$ cat src/rtl/ccp_pkg.sv
// constants, register map and carrier types of the capture/compare/pwm pair
// assumes one aclk domain; timers and converter sit outside this block
package ccp_pkg;
   // byte addresses on the register bus, one word each;
   // control registers sit at four times their register index
   localparam logic [7:0] CCP_IDX_ONE_CTRL   = 8'h17;
   localparam logic [7:0] CCP_IDX_TWO_CTRL   = 8'h1d;
   localparam logic [7:0] CCP_ADDR_ONE_CTRL  = CCP_IDX_ONE_CTRL << 2;
   localparam logic [7:0] CCP_ADDR_TWO_CTRL  = CCP_IDX_TWO_CTRL << 2;
   localparam logic [7:0] CCP_ADDR_ONE_LOW   = 8'h40;
   localparam logic [7:0] CCP_ADDR_ONE_HIGH  = 8'h44;
   localparam logic [7:0] CCP_ADDR_TWO_LOW   = 8'h48;
   localparam logic [7:0] CCP_ADDR_TWO_HIGH  = 8'h4c;
   localparam logic [7:0] CCP_ADDR_STATUS    = 8'h50;
   localparam logic [7:0] CCP_ADDR_ENABLE    = 8'h54;
   localparam logic [7:0] CCP_ADDR_CLEAR     = 8'h58;
   localparam logic [5:0] CCP_CTRL_RESET     = 6'h00;
   localparam logic [1:0] CCP_RESP_OKAY      = 2'b00;
   localparam logic [1:0] CCP_RESP_SLVERR    = 2'b10;
   localparam int         CCP_CAP_DIV4       = 4;
   localparam int         CCP_CAP_DIV16      = 16;
   // status bits: [0] unit one event, [1] unit two event
   localparam int         CCP_NUM_EVENTS     = 2;

   typedef enum logic [3:0] {
      CCP_MODE_OFF      = 4'h0,
      CCP_MODE_CAP_FALL = 4'h4,
      CCP_MODE_CAP_RISE = 4'h5,
      CCP_MODE_CAP_R4   = 4'h6,
      CCP_MODE_CAP_R16  = 4'h7,
      CCP_MODE_CMP_SET  = 4'h8,
      CCP_MODE_CMP_CLR  = 4'h9,
      CCP_MODE_CMP_SW   = 4'ha,
      CCP_MODE_CMP_TRIG = 4'hb
   } ccp_mode_t;

   typedef struct packed {
      logic       duty_lsb_high;
      logic       duty_lsb_low;
      logic [3:0] unit_mode_select;
   } ccp_ctrl_t;

   typedef struct packed {
      logic [15:0] timer_one_count;
      logic [7:0]  timer_two_count;
      logic        timer_two_period;
   } ccp_time_t;
endpackage

$ cat src/rtl/ccp_unit.sv
// one capture/compare/pwm unit
// assumes timer counts and the period event are synchronous to aclk
`timescale 1ns/10ps
module ccp_unit (
   input  wire logic             aclk,
   input  wire logic             aresetn,
   input  wire ccp_pkg::ccp_ctrl_t ctrl,
   input  wire ccp_pkg::ccp_time_t tb,
   input  wire logic             pin_in,
   input  wire logic             wr_low,
   input  wire logic             wr_high,
   input  wire logic [7:0]       wr_data,
   output logic [15:0]           value,
   output logic                  event_pulse,
   output logic                  trigger,
   output logic                  pin_out
);
   import ccp_pkg::*;

   // the low byte and ctrl duty_lsb_high/duty_lsb_low set the duty; the high byte is unused in pwm
   logic [7:0]  duty_latch;
   logic [1:0]  duty_lsb_latch;
   logic [3:0]  pre_cnt;
   logic        pin_prev;
   logic        cmp_done;
   logic [1:0]  pwm_sub;

   wire [3:0] mode     = ctrl.unit_mode_select;
   wire       is_cap   = mode[3:2] == 2'b01;
   wire       is_cmp   = mode[3:2] == 2'b10;
   wire       is_pwm   = mode[3:2] == 2'b11;
   wire       rise     = pin_in & ~pin_prev;
   wire       fall     = ~pin_in & pin_prev;
   wire       pre_wrap = (mode == CCP_MODE_CAP_R4) ?
                         (pre_cnt == 4'(CCP_CAP_DIV4 - 1)) :
                         (pre_cnt == 4'(CCP_CAP_DIV16 - 1));
   wire       cap_hit  = (mode == CCP_MODE_CAP_FALL) ? fall :
                         (mode == CCP_MODE_CAP_RISE) ? rise :
                         (is_cap & rise & pre_wrap);
   wire       cmp_hit  = is_cmp & ~cmp_done &
                         (tb.timer_one_count == value);
   // pwm on timer two with two extra fractional bits
   wire [9:0] pwm_pos  = {tb.timer_two_count, pwm_sub};
   wire [9:0] pwm_duty = {duty_latch, duty_lsb_latch};

   ///////////////////////////////////////////////////////////////////////
   always_ff @(posedge aclk) begin
      if (!aresetn) begin
         value <= 16'h0000;
      end else if (is_cap && cap_hit) begin
         value <= tb.timer_one_count;
      end else if (wr_low) begin
         value[7:0] <= wr_data;
      end else if (wr_high) begin
         value[15:8] <= wr_data;
      end
   end

   // prescaler clears whenever not capturing on a divided edge
   always_ff @(posedge aclk) begin
      if (!aresetn || !is_cap || mode[1] == 1'b0) begin
         pre_cnt <= 4'h0;
      end else if (rise) begin
         pre_cnt <= pre_wrap ? 4'h0 : pre_cnt + 4'h1;
      end
   end

   always_ff @(posedge aclk) begin
      if (!aresetn) begin
         pin_prev <= 1'b0;
         cmp_done <= 1'b0;
         pwm_sub  <= 2'b00;
         duty_latch     <= 8'h00;
         duty_lsb_latch <= 2'b00;
      end else begin
         pin_prev <= pin_in;
         // a match fires once until the count moves off the value
         cmp_done <= is_cmp & (tb.timer_one_count == value);
         // duty reload only on the shared period event
         if (tb.timer_two_period) begin
            pwm_sub        <= 2'b00;
            duty_latch     <= value[7:0];
            duty_lsb_latch <= {ctrl.duty_lsb_high, ctrl.duty_lsb_low};
         end else begin
            pwm_sub <= pwm_sub + 2'b01;
         end
      end
   end

   always_ff @(posedge aclk) begin
      if (!aresetn) begin
         event_pulse <= 1'b0;
         trigger     <= 1'b0;
         pin_out     <= 1'b0;
      end else begin
         // capture or compare match raises the event
         event_pulse <= (is_cap & cap_hit) | cmp_hit;
         // trigger from compare match in trigger mode
         trigger     <= cmp_hit & (mode == CCP_MODE_CMP_TRIG);
         if (is_pwm) begin
            pin_out <= pwm_pos < pwm_duty;
         end else if (cmp_hit && mode == CCP_MODE_CMP_SET) begin
            pin_out <= 1'b1;
         end else if (cmp_hit && mode == CCP_MODE_CMP_CLR) begin
            pin_out <= 1'b0;
         end else if (!is_cmp) begin
            pin_out <= 1'b0;
         end
      end
   end
endmodule

$ cat src/rtl/ccp_pair.sv
// top of the capture/compare/pwm pair with its axi4-lite register slave
// assumes timer counts, period event and pins are synchronous to aclk;
// timer one clears on timer_one_reset, converter starts on adc_start
//
// Design decision made here: register access over AXI4-Lite.
`timescale 1ns/10ps
module ccp_pair (
   input  wire logic              aclk,
   input  wire logic              aresetn,
   input  wire logic [7:0]        s_axi_awaddr,
   input  wire logic              s_axi_awvalid,
   output logic                   s_axi_awready,
   input  wire logic [31:0]       s_axi_wdata,
   input  wire logic [3:0]        s_axi_wstrb,
   input  wire logic              s_axi_wvalid,
   output logic                   s_axi_wready,
   output logic [1:0]             s_axi_bresp,
   output logic                   s_axi_bvalid,
   input  wire logic              s_axi_bready,
   input  wire logic [7:0]        s_axi_araddr,
   input  wire logic              s_axi_arvalid,
   output logic                   s_axi_arready,
   output logic [31:0]            s_axi_rdata,
   output logic [1:0]             s_axi_rresp,
   output logic                   s_axi_rvalid,
   input  wire logic              s_axi_rready,
   input  wire ccp_pkg::ccp_time_t time_base,
   input  wire logic              adc_enabled,
   input  wire logic              unit_one_pin_in,
   input  wire logic              unit_two_pin_in,
   output logic                   unit_one_pin_out,
   output logic                   unit_two_pin_out,
   output logic                   timer_one_reset,
   output logic                   adc_start,
   output logic                   irq
);
   import ccp_pkg::*;

   localparam int NU = CCP_NUM_EVENTS;

   ccp_ctrl_t   ctrl       [NU];
   logic [15:0] value      [NU];
   logic [NU-1:0] ev;
   logic [NU-1:0] trig;
   logic [NU-1:0] pin_o;
   logic [NU-1:0] pin_i;
   logic [NU-1:0] status;
   logic [NU-1:0] enable;
   logic [7:0]  aw_addr;
   logic        w_lane0;
   logic        aw_have;
   logic        w_have;
   logic [7:0]  wr_byte;

   assign pin_i = {unit_two_pin_in, unit_one_pin_in};

   ///////////////////////////////////////////////////////////////////////
   // write channel: address and data taken in either order
   wire do_write = aw_have & w_have & ~s_axi_bvalid;

   always_ff @(posedge aclk) begin
      if (!aresetn) begin
         aw_have <= 1'b0;
         w_have  <= 1'b0;
         aw_addr <= 8'h00;
         w_lane0 <= 1'b0;
         s_axi_bvalid <= 1'b0;
         wr_byte <= 8'h00;
      end else begin
         if (s_axi_awvalid && s_axi_awready) begin
            aw_have <= 1'b1;
            aw_addr <= s_axi_awaddr;
         end
         if (s_axi_wvalid && s_axi_wready) begin
            w_have <= 1'b1;
            // strobe is kept with its data; the live wstrb may have moved on
            w_lane0 <= s_axi_wstrb[0];
            wr_byte <= s_axi_wdata[7:0];
         end
         if (do_write) begin
            aw_have <= 1'b0;
            w_have  <= 1'b0;
            s_axi_bvalid <= 1'b1;
         end else if (s_axi_bready) begin
            s_axi_bvalid <= 1'b0;
         end
      end
   end

   assign s_axi_awready = ~aw_have & ~s_axi_bvalid;
   assign s_axi_wready  = ~w_have & ~s_axi_bvalid;

   function automatic logic mapped(input logic [7:0] a);
      mapped = (a == CCP_ADDR_ONE_CTRL) || (a == CCP_ADDR_TWO_CTRL) ||
               (a == CCP_ADDR_ONE_LOW)  || (a == CCP_ADDR_ONE_HIGH) ||
               (a == CCP_ADDR_TWO_LOW)  || (a == CCP_ADDR_TWO_HIGH) ||
               (a == CCP_ADDR_STATUS)   || (a == CCP_ADDR_ENABLE)   ||
               (a == CCP_ADDR_CLEAR);
   endfunction

   assign s_axi_bresp = CCP_RESP_OKAY;
   // byte write only when lane zero is strobed
   wire wr_ok = do_write & w_lane0;
   wire [NU-1:0] wr_ctrl = {wr_ok & (aw_addr == CCP_ADDR_TWO_CTRL),
                            wr_ok & (aw_addr == CCP_ADDR_ONE_CTRL)};
   wire [NU-1:0] wr_low  = {wr_ok & (aw_addr == CCP_ADDR_TWO_LOW),
                            wr_ok & (aw_addr == CCP_ADDR_ONE_LOW)};
   wire [NU-1:0] wr_high = {wr_ok & (aw_addr == CCP_ADDR_TWO_HIGH),
                            wr_ok & (aw_addr == CCP_ADDR_ONE_HIGH)};
   wire wr_en  = wr_ok & (aw_addr == CCP_ADDR_ENABLE);
   wire wr_clr = wr_ok & (aw_addr == CCP_ADDR_CLEAR);

   ///////////////////////////////////////////////////////////////////////
   genvar u;
   generate
      for (u = 0; u < NU; u++) begin : g_unit
         always_ff @(posedge aclk) begin
            if (!aresetn) begin
               ctrl[u] <= ccp_ctrl_t'(CCP_CTRL_RESET);
            end else if (wr_ctrl[u]) begin
               ctrl[u] <= ccp_ctrl_t'(wr_byte[5:0]);
            end
         end
         ccp_unit i_unit (
            .aclk        (aclk),
            .aresetn     (aresetn),
            .ctrl        (ctrl[u]),
            .tb          (time_base),
            .pin_in      (pin_i[u]),
            .wr_low      (wr_low[u]),
            .wr_high     (wr_high[u]),
            .wr_data     (wr_byte),
            .value       (value[u]),
            .event_pulse (ev[u]),
            .trigger     (trig[u]),
            .pin_out     (pin_o[u])
         );
      end
   endgenerate

   ///////////////////////////////////////////////////////////////////////
   always_ff @(posedge aclk) begin
      if (!aresetn) begin
         status <= '0;
         enable <= '0;
         irq    <= 1'b0;
         timer_one_reset  <= 1'b0;
         adc_start        <= 1'b0;
         unit_one_pin_out <= 1'b0;
         unit_two_pin_out <= 1'b0;
      end else begin
         // sticky flag, a new event beats the clear
         status <= (status & ~(wr_clr ? wr_byte[NU-1:0] : '0)) | ev;
         if (wr_en) begin
            enable <= wr_byte[NU-1:0];
         end
         irq <= |(status & enable);
         timer_one_reset <= |trig;
         // conversion start from unit two only
         adc_start <= trig[1] & adc_enabled;
         unit_one_pin_out <= pin_o[0];
         unit_two_pin_out <= pin_o[1];
      end
   end

   ///////////////////////////////////////////////////////////////////////
   // read channel, one cycle latency
   wire [31:0] rd_mux =
      (s_axi_araddr == CCP_ADDR_ONE_CTRL) ? {26'h0, ctrl[0]} :
      (s_axi_araddr == CCP_ADDR_TWO_CTRL) ? {26'h0, ctrl[1]} :
      (s_axi_araddr == CCP_ADDR_ONE_LOW)  ? {24'h0, value[0][7:0]} :
      (s_axi_araddr == CCP_ADDR_ONE_HIGH) ? {24'h0, value[0][15:8]} :
      (s_axi_araddr == CCP_ADDR_TWO_LOW)  ? {24'h0, value[1][7:0]} :
      (s_axi_araddr == CCP_ADDR_TWO_HIGH) ? {24'h0, value[1][15:8]} :
      (s_axi_araddr == CCP_ADDR_STATUS)   ? {30'h0, status} :
      (s_axi_araddr == CCP_ADDR_ENABLE)   ? {30'h0, enable} :
      32'h0000_0000;

   assign s_axi_arready = ~s_axi_rvalid;

   always_ff @(posedge aclk) begin
      if (!aresetn) begin
         s_axi_rvalid <= 1'b0;
         s_axi_rdata  <= 32'h0000_0000;
         s_axi_rresp  <= CCP_RESP_OKAY;
      end else if (s_axi_arvalid && s_axi_arready) begin
         s_axi_rvalid <= 1'b1;
         s_axi_rdata  <= rd_mux;
         s_axi_rresp  <= mapped(s_axi_araddr) ? CCP_RESP_OKAY :
                                                CCP_RESP_SLVERR;
      end else if (s_axi_rready) begin
         s_axi_rvalid <= 1'b0;
      end
   end
endmodule

$ cat config.mk
export PLATFORM = sky130hd
export DESIGN_NAME = ccp_pair
export DESIGN_NICKNAME = d
export VERILOG_FILES = /design/src/rtl/ccp_pkg.sv /design/src/rtl/ccp_unit.sv /design/src/rtl/ccp_pair.sv
export SDC_FILE = /design/constraint.sdc
export NUM_CORES = 1
export LEC_CHECK = 0
export ABC_AREA = 1
export BUFFER_PORTS_ARGS = -buffer_cell sky130_fd_sc_hd__buf_2
export CAP_MARGIN = 40
export CELL_PAD_IN_SITES_DETAIL_PLACEMENT = 0
export CELL_PAD_IN_SITES_GLOBAL_PLACEMENT = 2
export CORE_MARGIN = 10
export CORE_UTILIZATION = 31
export DETAILED_ROUTE_END_ITERATION = 8
export PLACE_DENSITY_LB_ADDON = 0.1
export SYNTH_ARGS = -nofsm -noshare
export SYNTH_HDL_FRONTEND = slang
export SYNTH_HIERARCHICAL = 1
export SYNTH_SLANG_ARGS = --single-unit
$ cat constraint.sdc
create_clock -name aclk -period 2.8 [get_ports aclk]
set_clock_uncertainty 0.2 [all_clocks]
set_input_delay 0.42 -clock aclk [delete_from_list [all_inputs] [get_ports aclk]]
set_output_delay 0.42 -clock aclk [all_outputs]
set_load 0.005 [all_outputs]
# Word-level counts from Yosys, hierarchy flattened
# Memories as Yosys holds them, arrays and structs flattened.
# Cells that the tools add are included.
op_classes:
  n_addsub: 4
  n_bitwise: 53
  eq_ne: 45
  n_mux: 47
  reduce_logical: 36
  n_lt_le_gt_ge: 2
ops:
  columns: ["cell", "n"]
  rows:
  - ["8-bit by 7-bit equality test with 1-bit output, second input constant", 17]
  - ["8-bit two-way mux", 12]
  - ["1-bit AND", 32]
  - ["16-bit equality test", 2]
  - ["4-bit equality test, second input constant", 8]
  - ["16-bit two-way mux", 2]
  - ["1-bit two-way mux", 25]
  - ["4-bit by 3-bit equality test with 1-bit output, second input constant", 6]
  - ["10-bit < comparator", 2]
  - ["1-bit inverter", 13]
  - ["1-bit logical OR", 12]
  - ["6-bit two-way mux", 2]
  - ["2-bit nonzero test", 6]
  - ["1-bit logical AND", 9]
  - ["4-bit by 1-bit adder with 4-bit output, second input constant", 2]
  - ["2-bit equality test, second input constant", 4]
  - ["4-bit by 2-bit equality test with 1-bit output, second input constant", 2]
  - ["2-bit two-way mux", 4]
  - ["4-bit two-way mux", 2]
  - ["4-bit inequality test, second input constant", 2]
  - ["2-bit OR reduction", 4]
  - ["2-bit by 1-bit adder with 2-bit output, second input constant", 2]
  - ["2-bit AND", 2]
  - ["2-bit by 1-bit equality test with 1-bit output, second input constant", 2]
  - ["6 further kinds", 13]
totals:
  regBits: 138
  in_bits: 87
  n_memories: 1
  mem_bits_rw: 12
memory_table:
  columns: ["memory", "words", "width", "read_ports", "rd_clocked_by_memory_dff", "write_ports", "line", "text"]
  rows:
  - ["ctrl", 2, 6, 2, 0, 2, "ccp_pair.sv:41", "ccp_ctrl_t ctrl [NU];"]

# Longest topological paths before layout
logic_depth:
  word_depth: 10
  depth_mapped: 14

# By module
# The synthesis kept the hierarchy.
modules_own_cells:
  columns: ["mod", "area_per_inst_um2", "cells_each", "instances", "seq_area_each_um2"]
  rows:
  - ["ccp_pair", 2737.6, 369, 1, 1141.1]
  - ["ccp_unit (g_unit[1].i_unit)", 2446.1, 402, 1, 740.7]
  - ["ccp_unit (g_unit[0].i_unit)", 2441.1, 396, 1, 740.7]

# Worst setup path before layout
# No wires, ideal clock.
synth_timing:
  path_kind: "reg2reg"
  startpoint: "register aw_addr[6]"
  endpoint: "register g_unit[0].i_unit.value[13]"
  arrival_time_ps: 1971
  path_stages_with_launch: 14
  setup_ps: 110
  slack_ps: 519
  synth_period_minus_slack_ps: 2281
  required_time_ps: 2490
  path_cell_list: "dfxtp_1 > inv_1 > or2_1 > nor3_1 > nand3_1 > nor3_1 > buf_2 > clkinv_1 > nand2_1 > inv_1 > nand3_1 > nand3_1 > nand2_1 > inv_1"
synth_between:
  elab_chain_len: 4
  word_cells_on_any_way: 7
  cone_classes: "eq/ne (3); bitwise (2); reduce/logical (2)"
synth_lines:
  columns: ["element", "line", "text"]
  rows:
  - ["from (decl)", "ccp_pair.sv:49", "logic [7:0] aw_addr;"]
  - ["from (signal assigned)", "ccp_pair.sv:72", "aw_addr <= s_axi_awaddr;"]
  - ["8-bit by 7-bit equality test with 1-bit output", "ccp_pair.sv:107", "wr_ok & (aw_addr == CCP_ADDR_ONE_LOW)};"]
  - ["1-bit AND", "ccp_pair.sv:107", null]
  - ["via wr_low[0]", "ccp_pair.sv:106", "wire [NU-1:0] wr_low = {wr_ok & (aw_addr == CCP_ADDR_TWO_LOW),"]
  - ["2-bit inequality test (no source line)", null, null]
  - ["2-bit AND reduction (no source line)", null, null]
  - ["to (signal assigned)", "ccp_unit.sv:51", "value <= tb.timer_one_count;"]
  - ["to (signal assigned)", "ccp_unit.sv:55", "value[15:8] <= wr_data;"]
  - ["to (decl)", "ccp_unit.sv:13", "output logic [15:0] value,"]
# The timed path passes the listed nets, and every way through them passes these cells.
# A chain may end at the register's enable or synchronous reset.

# Worst setup path in the final report
layout_timing:
  startpoint: "register aw_addr[6]"
  endpoint: "register g_unit[0].i_unit.value[10]"
# The elaborated chain is that of the path after synthesis.

==> results.py <==
metrics = {
    "run_status": {
        "status": "finished, final reports clean",
    },
    "synth": {
        "synth_cell_types": 43,
        "synth_seq_area_share": 0.344,
        "synth_compound_area_frac": 0.0944,
        "synth_seq_cells": 125,
        "yosys.area.top_type": "dfxtp_1",
        "syn_area_per_cell_um2": 6.53,
        "yosys.area.top_type_share": 0.297,
        "synth_top_family_by_area": "simple AND/OR/NAND/NOR gates",
        "synthArstFlopShare": 0,
        "syn-cell-area_mm2": 0.00762,
        "muxShareOfSynthArea": 0,
        "synth_edf_count": 12,
        "synthSimpleGateAreaFrac": 0.365,
        "synthCells": 1167,
        "synth_area_leaders": "dfxtp_1 (30%), nand2_1 (13%), nand3_1 (11%), inv_1 (9.8%), nor2_1 (5.4%)",
        "synth_ff_type": "dfxtp_1",
        "ys_warn_count": 6,
        "synthAdderAreaFrac": 0.0328,
        "synth_xor_area_frac": 0.00919,
    },
    "timing": {
        "relSlewSlack": 0.633,
        "fmax_ghz": 0.443,
        "finalCritPeriodShare": 0.807,
        "tns_ns": 0,
        "drv_slew": 0,
        "worst_pin_slew_ns": 0.551,
        "timing.hold.ws_ns": 0.0336,
        "setup_violations": 0,
        "period_needed_ns": 2.26,
        "final-hold-violation-count": 0,
        "rsz0062_at_grt": "false",
    },
    "global_route": {
        "groute.usage.overall": 0.175,
        "grt_pass1_vias": 6962,
        "grt_pass1_wl_um": 41900,
        "overflow": 0,
        "grt_max_degree": 46,
        "antenna_found_initial": 0,
    },
    "worst_setup_path": {
        "start_kind": "flop",
        "crit_path_max_fanout": 8,
        "worstSetupPathType": "flop to flop",
        "cp.required_ns": 2.92,
        "arrival_ns": 2.38,
        "worstSetupEndpointType": "flop",
    },
    "cts": {
        "cts.clk_slew.worst_paths_ns": 0.07,
        "postCtsSetupBuffers": 0,
        "cts_htree_levels": 4,
        "cts_tree": "built",
        "clock_path_buffers": 2,
        "cts_sinks": 125,
        "cts_made_buffers": 17,
        "insertion_delay_ns": 0.43,
        "cts-root-buf": "clkbuf_16",
    },
    "min_path": {
        "hold_path_class": "primary input to flop",
    },
    "job": {
        "cap_violations": 0,
    },
    "routing": {
        "drc_errors": 0,
        "wirelength_um": 27500,
        "detail_route.wl_per_cell_um": 17.3,
        "wl_met2_um": 11900,
        "antenna_left": 0,
        "num_vias": 7353,
        "route.top_layer_used": "met4",
        "wl_met1_um": 14100,
        "wl_met3_um": 1290,
        "initialDrtViolationCount": 501,
        "avgViaCountPerCell": 4.62,
        "dr.pass1.iters": 6,
    },
    "power": {
        "ir_worst_vdd_v": 0.000291,
        "p_leak_nw": 4.36,
        "power.total_mw": 4.68,
        "power_density_mw_per_mm2": 528,
    },
    "floorplanning": {
        "start_util": 0.314,
        "core-area_mm2": 0.0242,
        "ios": 133,
        "rows": 57,
        "dieArea_mm2": 0.0313,
        "die_w_um": 177,
        "die_h_um": 177,
    },
    "placement": {
        "place.gp.congestion": 0.863,
        "portBuffers": 78,
        "dp_hpwl_um": 21500,
    },
    "final_layout": {
        "diodes": 0,
        "fin_nets": 1362,
        "area_delta_synth_final_pct": 16.4,
        "fillers": 2724,
        "layout-drive-gt1-share": 0.129,
    },
}
## report_power, final
group          internal [mW]  total (mW)  switching (mW)  leakage, nW
combinational          0.177       0.544           0.367         3.04
clock                   1.22        2.19           0.973        0.274
sequential              1.87        1.95          0.0744         1.05
total                   3.27        4.68            1.41         4.36
## cells in the mapped netlist (all sizes together), types with 2 or more instances
library cell	n
o211ai	2
nor3	22
clkinv	2
nand2	273
inv	208
xnor2	2
o21ai	53
buf	43
nand3	177
nor2	117
dfxtp	113
edfxtp	12
a211oi	3
xor2	6
ha	20
nor4	2
nand4	20
or2	3
clkbuf	12
o21a	2
a21oi	67
nand3b	3
## kinds of logic after synthesis
| logic type | Yosys count |
|---|---|
| xor+xnor | 8 |
| compound gates | 131 |
| fa+ha+maj | 20 |
| simple gates | 617 |
| buf+inv | 265 |
| other cells | 1 |
| flops | 125 |
## metal layers
layer / GRT usage / vias up
met2: 0.264 / 180
met5: 0 / -
met3: 0.0326 / 17
met4: 0.0375 / 0
li1: - / 3856
met1: 0.253 / 3300
## sequential cells by signal, summed over array words and instances (netlist names), 2 cells and up
register and cells:
g_unit.i_unit/event_pulse 2, g_unit.i_unit/duty_latch 16, g_unit.i_unit/value 32, g_unit.i_unit/pwm_sub 4
g_unit.i_unit/pin_prev 2, ctrl 12, s_axi_rdata 8, g_unit.i_unit/duty_lsb_latch 4
g_unit.i_unit/pin_out 2, aw_addr 8, wr_byte 8, status 2
enable 2, g_unit.i_unit/pre_cnt 8, g_unit.i_unit/trigger 2, g_unit.i_unit/cmp_done 2
## worst max-delay path, cell delays in order, from the launching register on
cell	delay [ns]
dfxtp_1	0.31
inv_1	0.04
or2_1	0.26
nor3_1	0.27
nand3_1	0.15
nor3_1	0.25
clkinv_1	0.13
nand2_1	0.11
inv_1	0.14
nand3_1	0.12
nand3_1	0.09
nand2_1	0.06
inv_1	0.04
## layout by cell type, fill, tap and decap left out, types with 3 or more instances in the layout
| master | instances |
|---|---|
| edfxtp_1 | 12 |
| a21oi_1 | 64 |
| buf_2 | 78 |
| nand4_1 | 20 |
| nand2_2 | 6 |
| conb_1 | 27 |
| dfxtp_1 | 113 |
| nor3_1 | 20 |
| nand2_4 | 6 |
| inv_6 | 8 |
| o21ai_0 | 53 |
| nor2_2 | 3 |
| inv_2 | 6 |
| nand2_1 | 261 |
| nor2_1 | 110 |
| a21oi_2 | 3 |
| buf_4 | 16 |
| nand3b_1 | 3 |
| clkbuf_16 | 18 |
| nand3_1 | 175 |
| inv_1 | 200 |
| dlygate4sd3_1 | 3 |
| ha_1 | 20 |
| xor2_1 | 6 |
## worst paths after layout
check                                                   from                         end  slack [ns]  depth (start not counted)
worst max register to register                    aw_addr[6]  g_unit[0].i_unit/value[10]        0.54                         12
worst min-delay path                         s_axi_awaddr[7]                  aw_addr[7]        0.03                          3
worst min register to register  g_unit[0].i_unit/event_pulse                   status[0]        0.23                          2
worst max-delay path                              aw_addr[6]  g_unit[0].i_unit/value[10]        0.54                         12
## metrics by stage
stage | cell area, um^2 | setup slack, ns | util | instances
CTS | 8880 | 0.517 | 0.366 | 1592
detailed placement | 8280 | 0.546 | 0.341 | 1557
finish | 8880 | 0.540 | 0.366 | 1592
floorplan | 7720 | 0.519 | - | 1193
global placement | 8280 | 0.532 | 0.341 | 1557
global route | 8880 | 0.268 | 0.366 | 1592
## what timing repair did
action	in CTS	in global routing
resized for setup	0	0
endpoints found under the hold margin	3	0
hold buffers	3	0
## layout make-up
cell class / count / area, um^2 / share of cell area
multi-input combinational: 803 / 3930 / 0.442
timing repair buffer: 98 / 561 / 0.0632
tap: 324 / 405 / 0.0457
inverter: 210 / 793 / 0.0894
sequential: 125 / 2620 / 0.295
clock inverter: 13 / 114 / 0.0128
clock buffer: 19 / 454 / 0.0512
(Power assumes the default switching activity.)
